$ cat src/verilog/pin_mux_consts.svh
/*
 * reset values, pin positions and synchroniser reset level for the shared-pin
 * function multiplexer of port D and port E.
 * assumes: included by its bare name after the package; definitions only.
 */
`ifndef PIN_MUX_CONSTS_SVH
`define PIN_MUX_CONSTS_SVH

// pin counts of the two shared groups
`define PORT_D_WIDTH 8
`define PORT_E_WIDTH 2
`define CS_COUNT 6

// pin positions of the serial lines
`define D_TX_BIT 6
`define D_RX_BIT 7
`define E_TX_BIT 0
`define E_RX_BIT 1

// function select: 1 = peripheral, 0 = general purpose
`define PORT_D_FUNC_RST 8'hc0
`define PORT_E_FUNC_RST 2'h3

// pull-up registers start with every pull-up enabled
`define PULLUP_D_RST 8'hff
`define PULLUP_E_RST 2'h3

// general-purpose direction and data start as inputs, low
`define DIR_D_RST 8'h00
`define DIR_E_RST 2'h0
`define DATA_D_RST 8'h00
`define DATA_E_RST 2'h0

// pins idle high through their pull-ups, so filtered inputs start high
`define SYNC_RST_LEVEL 1'b1

`endif

$ cat src/verilog/pin_mux_pkg.sv
/*
 * types shared by the pin multiplexer and its users.
 * assumes: compiled before every other file of the block.
 */
`default_nettype none

package pin_mux_pkg;

	// which configuration register a write lands in
	typedef enum logic [2:0] {
		TGT_FUNC_D = 3'h0,
		TGT_DIR_D = 3'h1,
		TGT_DATA_D = 3'h2,
		TGT_PULL_D = 3'h3,
		TGT_FUNC_E = 3'h4,
		TGT_DIR_E = 3'h5,
		TGT_DATA_E = 3'h6,
		TGT_PULL_E = 3'h7
	} cfg_target_t;

	// one configuration write, taken in the cycle en is high
	typedef struct packed {
		logic en;
		cfg_target_t target;
		logic [7:0] data;
	} cfg_write_t;

	// chip selects from the external memory interface
	typedef struct packed {
		logic [5:0] select_n;
		logic bus_active;
		logic idle_bus_drive_bit;
	} emi_cs_t;

endpackage

`default_nettype wire

$ cat src/verilog/pin_input_sync.sv
/*
 * three-flop synchroniser with agreement filter for pin inputs.
 * assumes: raw comes from package pins, asynchronous to clk.
 */
`timescale 1ns/1ps
`default_nettype none
`include "pin_mux_consts.svh"

module pin_input_sync #(
	parameter int WIDTH = 8
) (
	input wire logic clk,
	input wire logic arst_n,
	input wire logic [WIDTH-1:0] raw,
	output logic [WIDTH-1:0] clean
);

	logic [WIDTH-1:0] meta;
	logic [WIDTH-1:0] second;
	logic [WIDTH-1:0] third;
	wire [WIDTH-1:0] agree = ~(second ^ third);
	wire [WIDTH-1:0] next_clean = (agree & second) | (~agree & clean);

	// meta feeds only second; a level counts once second and third agree
	always_ff @(posedge clk or negedge arst_n)
	begin
		if (!arst_n)
		begin
			meta <= {WIDTH{`SYNC_RST_LEVEL}};
			second <= {WIDTH{`SYNC_RST_LEVEL}};
			third <= {WIDTH{`SYNC_RST_LEVEL}};
			clean <= {WIDTH{`SYNC_RST_LEVEL}};
		end
		else
		begin
			meta <= raw;
			second <= meta;
			third <= second;
			clean <= next_clean;
		end
	end

endmodule // pin_input_sync

`default_nettype wire

$ cat src/verilog/port_d_e_pin_function_mux.sv
/*
 * pin function multiplexer for eight port D pins and two port E pins.
 * low six port D pins: general purpose or region chip selects 2..7;
 * port D 6/7: serial port one tx/rx; port E 0/1: serial port zero tx/rx.
 * assumes: pads resolve out/oe_n/pull-up; oe_n low means the pad drives.
 * configuration arrives as single-cycle writes on cfg; no register bus.
 */
// What this block does
// RULE1: low six port D pins have own direction
// RULE2: low six pins may carry region chip selects
// RULE3: reset leaves those six pins general purpose
// RULE4: idle chip selects float or drive per bit
// RULE5: software should set idle drive bit to one
// RULE6: port D pull-up bit n gates pin n
// RULE7: serial zero tx on port E 0
// RULE8: serial zero rx on port E 1
// RULE9: port E pull-up bits 0,1 gate serial zero
// RULE10: serial one tx on port D 6
// RULE11: serial one rx on port D 7
// RULE12: port D pull-up bits 6,7 gate serial one
// RULE13: function-select bits; pull-ups reset to enabled
`timescale 1ns/1ps
`default_nettype none
`include "pin_mux_consts.svh"

module port_d_e_pin_function_mux
	import pin_mux_pkg::*;
(
	input wire logic clk,
	input wire logic arst_n,
	input wire cfg_write_t cfg,
	input wire emi_cs_t external_memory_interface,
	input wire logic serial_zero_tx,
	input wire logic serial_one_tx,
	output logic serial_zero_rx,
	output logic serial_one_rx,
	input wire logic [7:0] port_d_pin_in,
	output logic [7:0] port_d_pin_out,
	output logic [7:0] port_d_pin_oe_n,
	output logic [7:0] port_d_pin_pullup_en,
	input wire logic [1:0] port_e_pin_in,
	output logic [1:0] port_e_pin_out,
	output logic [1:0] port_e_pin_oe_n,
	output logic [1:0] port_e_pin_pullup_en,
	output logic [7:0] port_d_gpio_level,
	output logic [1:0] port_e_gpio_level,
	output logic [7:0] port_d_func,
	output logic [7:0] port_d_pullup_reg,
	output logic [1:0] port_e_func,
	output logic [1:0] port_e_pullup_reg
);

	////////////////////////////////////////////////////////////////////////
	// configuration registers

	logic [7:0] port_d_dir;
	logic [7:0] port_d_data;
	logic [1:0] port_e_dir;
	logic [1:0] port_e_data;

	// a write replaces the whole register it targets
	function automatic logic [7:0] write_byte(
		input cfg_write_t w,
		input cfg_target_t t,
		input logic [7:0] cur
	);
		write_byte = (w.en && w.target == t) ? w.data : cur;
	endfunction

	wire [7:0] next_d_func = write_byte(cfg, TGT_FUNC_D, port_d_func);
	wire [7:0] next_d_dir = write_byte(cfg, TGT_DIR_D, port_d_dir);
	wire [7:0] next_d_data = write_byte(cfg, TGT_DATA_D, port_d_data);
	wire [7:0] next_d_pull = write_byte(cfg, TGT_PULL_D, port_d_pullup_reg);
	wire [7:0] next_e_func_w =
		write_byte(cfg, TGT_FUNC_E, {6'h00, port_e_func});
	wire [7:0] next_e_dir_w =
		write_byte(cfg, TGT_DIR_E, {6'h00, port_e_dir});
	wire [7:0] next_e_data_w =
		write_byte(cfg, TGT_DATA_E, {6'h00, port_e_data});
	wire [7:0] next_e_pull_w =
		write_byte(cfg, TGT_PULL_E, {6'h00, port_e_pullup_reg});

	// port D registers; reset puts chip-select pins in gpio mode
	always_ff @(posedge clk or negedge arst_n)
	begin
		if (!arst_n)
		begin
			port_d_func <= `PORT_D_FUNC_RST; // [RULE3] [RULE13]
			port_d_dir <= `DIR_D_RST;
			port_d_data <= `DATA_D_RST;
			port_d_pullup_reg <= `PULLUP_D_RST; // [RULE13]
		end
		else
		begin
			port_d_func <= next_d_func; // [RULE13]
			port_d_dir <= next_d_dir; // [RULE1]
			port_d_data <= next_d_data;
			port_d_pullup_reg <= next_d_pull;
		end
	end

	// port E registers; only the low two bits of a write are kept
	always_ff @(posedge clk or negedge arst_n)
	begin
		if (!arst_n)
		begin
			port_e_func <= `PORT_E_FUNC_RST; // [RULE7] [RULE8]
			port_e_dir <= `DIR_E_RST;
			port_e_data <= `DATA_E_RST;
			port_e_pullup_reg <= `PULLUP_E_RST; // [RULE13]
		end
		else
		begin
			port_e_func <= next_e_func_w[1:0];
			port_e_dir <= next_e_dir_w[1:0];
			port_e_data <= next_e_data_w[1:0];
			port_e_pullup_reg <= next_e_pull_w[1:0];
		end
	end

	////////////////////////////////////////////////////////////////////////
	// input synchronisers

	logic [7:0] d_clean;
	logic [1:0] e_clean;

	pin_input_sync #(
		.WIDTH(`PORT_D_WIDTH)
	) u_sync_d (
		.clk(clk),
		.arst_n(arst_n),
		.raw(port_d_pin_in),
		.clean(d_clean)
	);

	pin_input_sync #(
		.WIDTH(`PORT_E_WIDTH)
	) u_sync_e (
		.clk(clk),
		.arst_n(arst_n),
		.raw(port_e_pin_in),
		.clean(e_clean)
	);

	////////////////////////////////////////////////////////////////////////
	// port D pin selection

	// chip selects drive while the bus runs; idle, the drive bit decides
	// whether they float or hold their deasserted level
	wire cs_drive = external_memory_interface.bus_active | external_memory_interface.idle_bus_drive_bit; // [RULE4]

	wire [7:0] next_d_out;
	wire [7:0] next_d_oe_n;

	genvar i;
	generate
		for (i = 0; i < `CS_COUNT; i++)
		begin : g_cs_pin
			// peripheral mode carries chip select i+2
			assign next_d_out[i] = port_d_func[i] ?
				external_memory_interface.select_n[i] : port_d_data[i]; // [RULE2]
			assign next_d_oe_n[i] = port_d_func[i] ?
				~cs_drive : ~port_d_dir[i]; // [RULE1] [RULE4]
		end
	endgenerate

	// port D 6 carries serial one transmit, always driven in that mode
	assign next_d_out[`D_TX_BIT] = port_d_func[`D_TX_BIT] ?
		serial_one_tx : port_d_data[`D_TX_BIT]; // [RULE10]
	assign next_d_oe_n[`D_TX_BIT] = port_d_func[`D_TX_BIT] ?
		1'b0 : ~port_d_dir[`D_TX_BIT]; // [RULE10]

	// port D 7 is a pure input while it serves serial one receive
	assign next_d_out[`D_RX_BIT] = port_d_func[`D_RX_BIT] ?
		1'b0 : port_d_data[`D_RX_BIT]; // [RULE11]
	assign next_d_oe_n[`D_RX_BIT] = port_d_func[`D_RX_BIT] ?
		1'b1 : ~port_d_dir[`D_RX_BIT]; // [RULE11]

	////////////////////////////////////////////////////////////////////////
	// port E pin selection

	wire [1:0] next_e_out;
	wire [1:0] next_e_oe_n;

	// port E 0 carries serial zero transmit
	assign next_e_out[`E_TX_BIT] = port_e_func[`E_TX_BIT] ?
		serial_zero_tx : port_e_data[`E_TX_BIT]; // [RULE7]
	assign next_e_oe_n[`E_TX_BIT] = port_e_func[`E_TX_BIT] ?
		1'b0 : ~port_e_dir[`E_TX_BIT]; // [RULE7]

	// port E 1 is a pure input while it serves serial zero receive
	assign next_e_out[`E_RX_BIT] = port_e_func[`E_RX_BIT] ?
		1'b0 : port_e_data[`E_RX_BIT]; // [RULE8]
	assign next_e_oe_n[`E_RX_BIT] = port_e_func[`E_RX_BIT] ?
		1'b1 : ~port_e_dir[`E_RX_BIT]; // [RULE8]

	////////////////////////////////////////////////////////////////////////
	// receive routing

	// a receiver whose pin is in gpio mode sees an idle (high) line,
	// so it never decodes stray gpio traffic as start bits
	wire next_zero_rx = port_e_func[`E_RX_BIT] ?
		e_clean[`E_RX_BIT] : 1'b1; // [RULE8]
	wire next_one_rx = port_d_func[`D_RX_BIT] ?
		d_clean[`D_RX_BIT] : 1'b1; // [RULE11]

	////////////////////////////////////////////////////////////////////////
	// registered pad outputs
	// during reset every pad floats with its pull-up on; this costs one
	// cycle of latency on every pin but keeps the pads glitch free

	always_ff @(posedge clk or negedge arst_n)
	begin
		if (!arst_n)
		begin
			port_d_pin_out <= 8'h00;
			port_d_pin_oe_n <= 8'hff; // [RULE10] [RULE11]
			port_d_pin_pullup_en <= 8'hff;
			port_e_pin_out <= 2'h0;
			port_e_pin_oe_n <= 2'h3; // [RULE7] [RULE8]
			port_e_pin_pullup_en <= 2'h3;
		end
		else
		begin
			port_d_pin_out <= next_d_out;
			port_d_pin_oe_n <= next_d_oe_n;
			port_d_pin_pullup_en <= port_d_pullup_reg; // [RULE6] [RULE12]
			port_e_pin_out <= next_e_out;
			port_e_pin_oe_n <= next_e_oe_n;
			port_e_pin_pullup_en <= port_e_pullup_reg; // [RULE9]
		end
	end

	// receive lines and gpio read-back levels
	always_ff @(posedge clk or negedge arst_n)
	begin
		if (!arst_n)
		begin
			serial_zero_rx <= 1'b1;
			serial_one_rx <= 1'b1;
			port_d_gpio_level <= 8'hff;
			port_e_gpio_level <= 2'h3;
		end
		else
		begin
			serial_zero_rx <= next_zero_rx;
			serial_one_rx <= next_one_rx;
			port_d_gpio_level <= d_clean; // [RULE1]
			port_e_gpio_level <= e_clean;
		end
	end

endmodule // port_d_e_pin_function_mux

`default_nettype wire

$ cat config.mk
export PLATFORM = sky130hd
export DESIGN_NAME = port_d_e_pin_function_mux
export DESIGN_NICKNAME = d
export VERILOG_FILES = /design/src/verilog/pin_mux_pkg.sv /design/src/verilog/pin_input_sync.sv /design/src/verilog/port_d_e_pin_function_mux.sv
export VERILOG_INCLUDE_DIRS = /design/src /design/src/verilog
export SDC_FILE = /design/constraint.sdc
export NUM_CORES = 1
export LEC_CHECK = 0
export BUFFER_PORTS_ARGS = -buffer_cell sky130_fd_sc_hd__buf_2
export CAP_MARGIN = 10
export CORE_MARGIN = 10
export CORE_UTILIZATION = 47
export DETAILED_ROUTE_END_ITERATION = 10
export MAX_ROUTING_LAYER = met4
export PLACE_DENSITY = 0.74
export SETUP_SLACK_MARGIN = 0.4
export SYNTH_ARGS = -nofsm -noshare
export SYNTH_HDL_FRONTEND = slang
export SYNTH_SLANG_ARGS = --single-unit
$ cat constraint.sdc
create_clock -name clk -period 1 [get_ports clk]
set_input_delay 0.05 -clock clk [delete_from_list [all_inputs] [get_ports clk]]
set_output_delay 0.05 -clock clk [all_outputs]
set_load 0.1 [all_outputs]
==> results of run 1 <==
worst register-to-register path, cell delays in order, from the launching register on:
cell                      delay [ps]
sky130_fd_sc_hd__dfstp_4         470
sky130_fd_sc_hd__buf_6           130
sky130_fd_sc_hd__buf_4           120
sky130_fd_sc_hd__buf_6           100
sky130_fd_sc_hd__buf_6           110
sky130_fd_sc_hd__mux2_4          260
report_power, final:
part           switching [mW]  internal, mW  leakage (nW)
Clock                    2.41          3.85         0.277
Sequential              0.858          6.46          1.34
Combinational            5.21          3.84          1.81
Total                    8.47          14.1          3.42
stage by stage:
step / worst slack, ps / hold WS [ps] / instance area (um^2) / std cells / total power, mW
after floorplan: -224.8 / -245.6 / 4442 / 208 / 11.74
after global placement: -167.2 / -59.36 / 6148 / 421 / 14.65
after detailed placement: -173.8 / -52.63 / 6148 / 421 / 14.76
after CTS: -459.4 / -163.3 / 7468 / 519 / 21.73
after global routing: -491.7 / -156.0 / 7722 / 541 / 23.14
final: -470.7 / -146.5 / 7722 / 541 / 22.61
synth_stat cells:
library cell	number	area share, %
sky130_fd_sc_hd__dfstp_2	86	56
sky130_fd_sc_hd__mux2_2	48	13
sky130_fd_sc_hd__dfrtp_1	36	22
sky130_fd_sc_hd__maj3_1	10	2.5
sky130_fd_sc_hd__mux2i_1	6	1.5
sky130_fd_sc_hd__nand2b_1	4	0.62
sky130_fd_sc_hd__buf_2	3	0.37
sky130_fd_sc_hd__nand4b_1	3	0.65
sky130_fd_sc_hd__nor2_1	2	0.19
sky130_fd_sc_hd__nor2b_1	2	0.31
sky130_fd_sc_hd__nor4bb_1	2	0.50
sky130_fd_sc_hd__and4bb_2	1	0.31
sky130_fd_sc_hd__buf_4	1	0.19
sky130_fd_sc_hd__clkbuf_1	1	0.093
sky130_fd_sc_hd__nand4_1	1	0.16
sky130_fd_sc_hd__nor4b_4	1	0.59
sky130_fd_sc_hd__or2_2	1	0.16
worst paths after layout:
path | start | to | slack, ps | cells after the start
worst min-delay path | cfg[7] | port_d_dir[7] | -150 | 2
min in group asynchronous | arst_n | port_d_func[2] | -30 | 2
worst min register to register | u_sync_e.meta[1] | u_sync_e.second[1] | 350 | 0
worst max register to register | port_d_func[6] | port_d_func[6] | -260 | 5
max in group asynchronous | arst_n | port_d_pin_pullup_en[3] | 460 | 3
worst max-delay path | port_d_func[6] | port_d_func[6] | -470 | 2
layout make-up:
class | count | share of cell area [%]
clock buffer | 20 | 5.638
clock inverter | 12 | 1.928
multi-input combinational | 81 | 14.19
sequential | 122 | 43.96
tap | 105 | 1.701
timing repair buffer | 201 | 32.58
routing by layer:
layer	GRT usage [%]	up-vias	part of all wire (%)
met5	-	-	0
met4	7.022	0	2.4
met3	5.272	29	3.8
met2	37.10	112	56
met1	23.31	1495	38
li1	-	1160	-
logic make-up (layout without fill, tap and decap cells):
kind of cell / count (synthesis) / in the layout / share of synthesized area, %
simple gates: 17 / 17 / 3.479
mux: 54 / 54 / 14.91
fa+ha+maj: 10 / 10 / 2.485
flops: 122 / 122 / 78.47
buf+inv: 5 / 233 / 0.6522
what timing repair did:
action / 4_1_cts / 5_1_grt
hold endpoints to repair: 186 / 40
setup endpoints to repair: 150 / 161
cloned: 0 / 0
resized for setup: 48 / 23
pin swaps: 7 / 7
hold buffers: 21 / 1
buffers inserted: 45 / 21
==> run_summary.xml, run 1 <==
<?xml version="1.0" encoding="UTF-8"?>
<metrics>
  <group name="run_status">
    <metric name="outcome" unit="">finished, violations left</metric>
    <metric name="violations" unit="">negative hold slack, negative setup slack</metric>
  </group>
  <group name="yosys">
    <metric name="synth_seq_cells" unit="">122</metric>
    <metric name="syn_area_per_cell" unit="um^2">19.36</metric>
    <metric name="post_synth_inst_count" unit="">208</metric>
    <metric name="synth_nets" unit="">242</metric>
    <metric name="post_synth_cell_types" unit="">17</metric>
    <metric name="yosys_warnings" unit="">0</metric>
    <metric name="syn-cell-area" unit="um^2">4028</metric>
    <metric name="synth-seq-area-share" unit="%">78.47</metric>
  </group>
  <group name="worst_setup_path">
    <metric name="critical-path-slowest-cell" unit="">sky130_fd_sc_hd__dfstp_4</metric>
    <metric name="worst_path_dominant_cell_family" unit="">flip-flops</metric>
    <metric name="critical_path.cell_chain" unit="">buf_6, buf_12</metric>
    <metric name="worstPathRequired" unit="ps">950</metric>
    <metric name="worst_setup_path_end_kind" unit="">output pin</metric>
    <metric name="worst-setup-path-type" unit="">reg -&gt; out</metric>
    <metric name="start_kind" unit="">flop</metric>
    <metric name="critPathMaxStageDelay" unit="ps">620</metric>
    <metric name="worstPathMaxFanout" unit="">2</metric>
    <metric name="cp.buffers_inverters" unit="">2</metric>
    <metric name="timing.critical_path.arrival" unit="ps">1420</metric>
  </group>
  <group name="die">
    <metric name="die_w" unit="um">112.6</metric>
    <metric name="die_area" unit="um^2">12670</metric>
    <metric name="starting_density_of_the_core" unit="%">48.77</metric>
    <metric name="die_height" unit="um">112.6</metric>
    <metric name="ios" unit="">96</metric>
    <metric name="core_region_area" unit="um^2">8258</metric>
    <metric name="placementRows" unit="">33</metric>
  </group>
  <group name="cells_and_area">
    <metric name="register_area" unit="um^2">3395</metric>
    <metric name="fill_cells" unit="">214</metric>
    <metric name="final_nets" unit="">457</metric>
    <metric name="final_common_cell" unit="">sky130_fd_sc_hd__buf_12</metric>
    <metric name="antenna_cells" unit="">0</metric>
    <metric name="layout.cells.most_common_list" unit="">sky130_fd_sc_hd__buf_12, sky130_fd_sc_hd__buf_6, sky130_fd_sc_hd__mux2_4, sky130_fd_sc_hd__dfstp_4, sky130_fd_sc_hd__dfstp_2</metric>
    <metric name="area_delta_synth_final" unit="%">91.74</metric>
    <metric name="multi_input_area" unit="um^2">1096</metric>
    <metric name="final_layout_size_suffix_gt1_share" unit="%">87.39</metric>
    <metric name="final_util" unit="%">93.52</metric>
  </group>
  <group name="cts">
    <metric name="clock_pin_slew_of_the_registers_on_the_worst_case_setup_and_hold_paths" unit="ps">60</metric>
    <metric name="cts-root-to-sink-buffers" unit="">2</metric>
    <metric name="clk-insertion-delay-late" unit="ps">520</metric>
    <metric name="tritoncts_clock_tree" unit="">yes</metric>
    <metric name="clock_sinks" unit="">122</metric>
    <metric name="cts_htree_levels" unit="">4</metric>
    <metric name="numCtsBuffers" unit="">17</metric>
    <metric name="clock-root-buffer" unit="">sky130_fd_sc_hd__clkbuf_8</metric>
  </group>
  <group name="power_and_ir_drop">
    <metric name="p_leak" unit="nW">3.423</metric>
    <metric name="cellPowerDensity" unit="nW/um^2">2928</metric>
    <metric name="ir_worst_vdd" unit="uV">2183</metric>
  </group>
  <group name="routing">
    <metric name="wl_per_cell" unit="um">27.88</metric>
    <metric name="drtAntennaViolNets" unit="">0</metric>
    <metric name="vias" unit="">2796</metric>
    <metric name="route.final.wire_length" unit="um">15090</metric>
    <metric name="count_of_unresolved_drc_violations_after_routing" unit="">0</metric>
    <metric name="drtIter0Drc" unit="">180</metric>
    <metric name="detail_route.first_pass.iterations" unit="">4</metric>
    <metric name="route.detailed.vias_per_inst" unit="">5.168</metric>
  </group>
  <group name="global_route">
    <metric name="gr_ovfl_total" unit="">0</metric>
    <metric name="all_layer_gr_usage" unit="%">21.32</metric>
    <metric name="grt_first_pass_wirelength" unit="um">19910</metric>
    <metric name="maximum_number_of_pins_on_one_net_before_global_route_repair" unit="">39</metric>
    <metric name="grt_pass1_vias" unit="">3125</metric>
    <metric name="grt_antenna_before_repair" unit="">0</metric>
  </group>
  <group name="timing">
    <metric name="timing.final.max_slew_violations" unit="">0</metric>
    <metric name="setup_ws" unit="ps">-470.7</metric>
    <metric name="fin_crit_sh" unit="%">147.1</metric>
    <metric name="fmaxAchievable" unit="GHz">0.6800</metric>
    <metric name="final.min_clock_period" unit="ps">1471</metric>
    <metric name="report.final.setup_viol" unit="">91</metric>
    <metric name="setup-tns-final" unit="ps">-23470</metric>
    <metric name="setup_repair_after_global_routing_missed_its_margin" unit="">yes</metric>
    <metric name="slew_headroom" unit="%">76.84</metric>
    <metric name="holdWs" unit="ps">-146.5</metric>
    <metric name="timing_worst_slew_pin_value" unit="ps">346.9</metric>
    <metric name="timing.clock.skew" unit="ps">9.600</metric>
    <metric name="timing_hold_violations_final" unit="">36</metric>
  </group>
  <group name="placement">
    <metric name="place.gp.congestion" unit="">0.7164</metric>
    <metric name="post_dp_hpwl" unit="um">6464</metric>
    <metric name="port_buffers" unit="">95</metric>
  </group>
  <group name="job">
    <metric name="max_cap_violations" unit="">0</metric>
  </group>
  <group name="min_path">
    <metric name="min-delay-path-class" unit="">in -&gt; reg</metric>
  </group>
</metrics>
Power figures use the tool's default switching activity.
==> inputs of run 2 (changes only) <==
--- a/config.mk
+++ b/config.mk
@@ -6,13 +6,13 @@
 export SDC_FILE = /design/constraint.sdc
 export NUM_CORES = 1
 export LEC_CHECK = 0
+export ABC_CLOCK_PERIOD_IN_PS = 1000
 export BUFFER_PORTS_ARGS = -buffer_cell sky130_fd_sc_hd__buf_2
 export CAP_MARGIN = 10
 export CORE_MARGIN = 10
-export CORE_UTILIZATION = 47
+export CORE_UTILIZATION = 40
 export DETAILED_ROUTE_END_ITERATION = 10
 export MAX_ROUTING_LAYER = met4
-export PLACE_DENSITY = 0.74
 export SETUP_SLACK_MARGIN = 0.4
 export SYNTH_ARGS = -nofsm -noshare
 export SYNTH_HDL_FRONTEND = slang
==> run_summary.xml, run 2 (same netlist as run 1, synthesis figures left out) <==
<?xml version="1.0" encoding="UTF-8"?>
<metrics>
  <group name="timing">
    <metric name="timing_worst_slew_pin_value" unit="ps">286.1</metric>
    <metric name="holdWs" unit="ps">-92.56</metric>
    <metric name="fin_crit_sh" unit="%">146.4</metric>
    <metric name="timing_hold_violations_final" unit="">22</metric>
    <metric name="setup_repair_after_global_routing_missed_its_margin" unit="">yes</metric>
    <metric name="final.min_clock_period" unit="ps">1464</metric>
    <metric name="timing.clock.skew" unit="ps">5.958</metric>
    <metric name="timing.final.max_slew_violations" unit="">0</metric>
    <metric name="report.final.setup_viol" unit="">81</metric>
    <metric name="fmaxAchievable" unit="GHz">0.6830</metric>
    <metric name="slew_headroom" unit="%">80.93</metric>
    <metric name="setup-tns-final" unit="ps">-21770</metric>
    <metric name="setup_ws" unit="ps">-464.1</metric>
  </group>
  <group name="power_and_ir_drop">
    <metric name="p_sw_share" unit="%">36.00</metric>
    <metric name="p_comb_share" unit="%">38.9</metric>
    <metric name="p_leak" unit="nW">3.359</metric>
    <metric name="ir_worst_vdd" unit="uV">2496</metric>
    <metric name="cellPowerDensity" unit="nW/um^2">2880</metric>
    <metric name="switching_power_of_the_nets" unit="mW">7.945</metric>
    <metric name="seq_power_share" unit="%">32.5</metric>
    <metric name="pwr-share-clk" unit="%">28.6</metric>
    <metric name="internal_power" unit="mW">14.12</metric>
  </group>
  <group name="run_status">
    <metric name="violations" unit="">negative hold slack, negative setup slack</metric>
    <metric name="outcome" unit="">finished, violations left</metric>
  </group>
  <group name="global_route">
    <metric name="all_layer_gr_usage" unit="%">14.68</metric>
    <metric name="grt-busiest-layer" unit="">met2</metric>
    <metric name="grt_first_pass_wirelength" unit="um">15930</metric>
    <metric name="gr-usage-met2" unit="%">22.76</metric>
    <metric name="grt_pass1_vias" unit="">2845</metric>
    <metric name="grt_util_met1" unit="%">17.25</metric>
    <metric name="gr_ovfl_total" unit="">0</metric>
    <metric name="grt_use_met3" unit="%">4.653</metric>
    <metric name="maximum_number_of_pins_on_one_net_before_global_route_repair" unit="">45</metric>
    <metric name="grt_antenna_before_repair" unit="">0</metric>
  </group>
  <group name="cts">
    <metric name="clk-insertion-delay-late" unit="ps">510</metric>
    <metric name="cts-root-to-sink-buffers" unit="">2</metric>
    <metric name="numCtsBuffers" unit="">17</metric>
    <metric name="clock_pin_slew_of_the_registers_on_the_worst_case_setup_and_hold_paths" unit="ps">60</metric>
    <metric name="clock-root-buffer" unit="">sky130_fd_sc_hd__clkbuf_8</metric>
    <metric name="tritoncts_clock_tree" unit="">yes</metric>
    <metric name="cts-hold-fix-buffers" unit="">25</metric>
    <metric name="cts_htree_levels" unit="">4</metric>
    <metric name="clock_sinks" unit="">122</metric>
  </group>
  <group name="routing">
    <metric name="route.final.wire_length" unit="um">9843</metric>
    <metric name="drtAntennaViolNets" unit="">0</metric>
    <metric name="count_of_unresolved_drc_violations_after_routing" unit="">0</metric>
    <metric name="vias" unit="">2499</metric>
    <metric name="route.detailed.vias_per_inst" unit="">4.511</metric>
    <metric name="wl_per_cell" unit="um">17.77</metric>
    <metric name="drtIter0Drc" unit="">100</metric>
    <metric name="detail_route.first_pass.iterations" unit="">4</metric>
  </group>
  <group name="die">
    <metric name="placementRows" unit="">36</metric>
    <metric name="die_height" unit="um">120.3</metric>
    <metric name="die_w" unit="um">120.3</metric>
    <metric name="starting_density_of_the_core" unit="%">41.21</metric>
    <metric name="ios" unit="">96</metric>
    <metric name="core_region_area" unit="um^2">9774</metric>
    <metric name="die_area" unit="um^2">14480</metric>
  </group>
  <group name="worst_setup_path">
    <metric name="start_kind" unit="">flop</metric>
    <metric name="timing.critical_path.arrival" unit="ps">1910</metric>
    <metric name="worstPathMaxFanout" unit="">2</metric>
    <metric name="worstPathRequired" unit="ps">1440</metric>
    <metric name="cp.buffers_inverters" unit="">6</metric>
    <metric name="critical-path-slowest-cell" unit="">sky130_fd_sc_hd__dfstp_4</metric>
    <metric name="startpoint" unit="">port_e_func[0]</metric>
    <metric name="critical-path-top-cell-by-count" unit="">sky130_fd_sc_hd__buf_6</metric>
    <metric name="worst_setup_path_end_kind" unit="">flop</metric>
    <metric name="critical_path.cell_chain" unit="">buf_6, buf_4, buf_6, buf_6, buf_6, buf_6, mux2_4</metric>
    <metric name="critPathMaxStageDelay" unit="ps">470</metric>
    <metric name="worst-setup-path-type" unit="">reg -&gt; reg</metric>
    <metric name="worst_path_dominant_cell_family" unit="">buffers and inverters</metric>
    <metric name="crit-reg2reg-launch" unit="">port_e_func[0]</metric>
  </group>
  <group name="cells_and_area">
    <metric name="antenna_cells" unit="">0</metric>
    <metric name="area_delta_synth_final" unit="%">90.28</metric>
    <metric name="fill_cells" unit="">548</metric>
    <metric name="register_area" unit="um^2">3393</metric>
    <metric name="final_area" unit="um^2">7664</metric>
    <metric name="final_nets" unit="">442</metric>
    <metric name="layout.cells.most_common_list" unit="">sky130_fd_sc_hd__buf_12, sky130_fd_sc_hd__mux2_4, sky130_fd_sc_hd__dfstp_4, sky130_fd_sc_hd__buf_6, sky130_fd_sc_hd__dfstp_2</metric>
    <metric name="final_common_cell" unit="">sky130_fd_sc_hd__buf_12</metric>
    <metric name="final_layout_size_suffix_gt1_share" unit="%">86.22</metric>
    <metric name="multi_input_area" unit="um^2">1096</metric>
  </group>
  <group name="min_path">
    <metric name="hold_path_startpoint" unit="">external_memory_interface[1]</metric>
    <metric name="min-delay-path-class" unit="">in -&gt; reg</metric>
  </group>
  <group name="placement">
    <metric name="placedInstanceArea" unit="um^2">6173</metric>
    <metric name="port_buffers" unit="">95</metric>
    <metric name="post_dp_hpwl" unit="um">6347</metric>
    <metric name="place.gp.congestion" unit="">0.6968</metric>
  </group>
  <group name="job">
    <metric name="max_cap_violations" unit="">0</metric>
  </group>
</metrics>
==> run 2: cell count changes in the layout (fill, tap and decap cells not counted), moves of 2 or more <==
cell	change
sky130_fd_sc_hd__inv_6	+5
sky130_fd_sc_hd__buf_4	-9
sky130_fd_sc_hd__buf_6	-10
sky130_fd_sc_hd__clkinv_2	-4
sky130_fd_sc_hd__dlygate4sd3_1	+3
sky130_fd_sc_hd__clkinvlp_4	-3
sky130_fd_sc_hd__clkinv_4	+2
==> run 2: what timing repair did <==
item	in CTS	in global routing
pin swaps	8	4
setup endpoints to repair	145	154
buffers inserted	38	13
resized for setup	48	12
endpoints found under the hold margin	186	22
==> run 2: path summary, 6_finish.rpt <==
path / endpoint / slack (ps) / cells past startpoint
min in group asynchronous: port_d_gpio_level[1] / 160 / 2
max in group asynchronous: port_d_pin_pullup_en[5] / 520 / 3
worst max register to register: port_e_func[0] / -460 / 7
worst min-delay path: port_d_pin_oe_n[4] / -90 / 3
worst max-delay path: port_e_func[0] / -460 / 7
worst min register to register: u_sync_d.second[7] / 360 / 0
==> run 2: layout make-up <==
cell class / instances / area share (%)
flip-flops and latches: 122 / 44.28
clock buffers: 19 / 5.780
repair buffers: 186 / 31.13
clock inverters: 13 / 2.335
multi-input cells: 81 / 14.30
well taps: 133 / 2.171
==> run 2: power groups by stage <==
stage	registers, mW	logic [mW]	clock network [mW]
3_3_place_gp	7.27	7.38	0
2_1_floorplan	10.9	0.812	0
5_1_grt	7.26	8.83	6.65
3_5_place_dp	7.30	7.44	0
6_report	7.16	8.58	6.32
4_1_cts	7.18	8.36	6.44
==> run 2: per-layer routing <==
metal,wire [um],vias up
met3,463,15
met1,4112,1294
met4,171,0
met2,5096,68
met5,0,-
li1,-,1122
==> run 2: tightest hold or removal path: cells and delay by family <==
kind | cells | cell delay (ps)
mux | 1 | 100
buf+inv | 1 | 70
simple gates | 1 | 190
==> run 2: through the flow <==
step / setup WS, ps / std cells / util (%) / power (mW)
floorplan: -224.8 / 208 / - / 11.74
global placement: -158.7 / 446 / 63.16 / 14.65
detailed placement: -188.5 / 446 / 63.16 / 14.74
CTS: -467.2 / 541 / 76.96 / 21.98
global route: -494.9 / 554 / 78.41 / 22.74
finish: -464.1 / 554 / 78.41 / 22.07
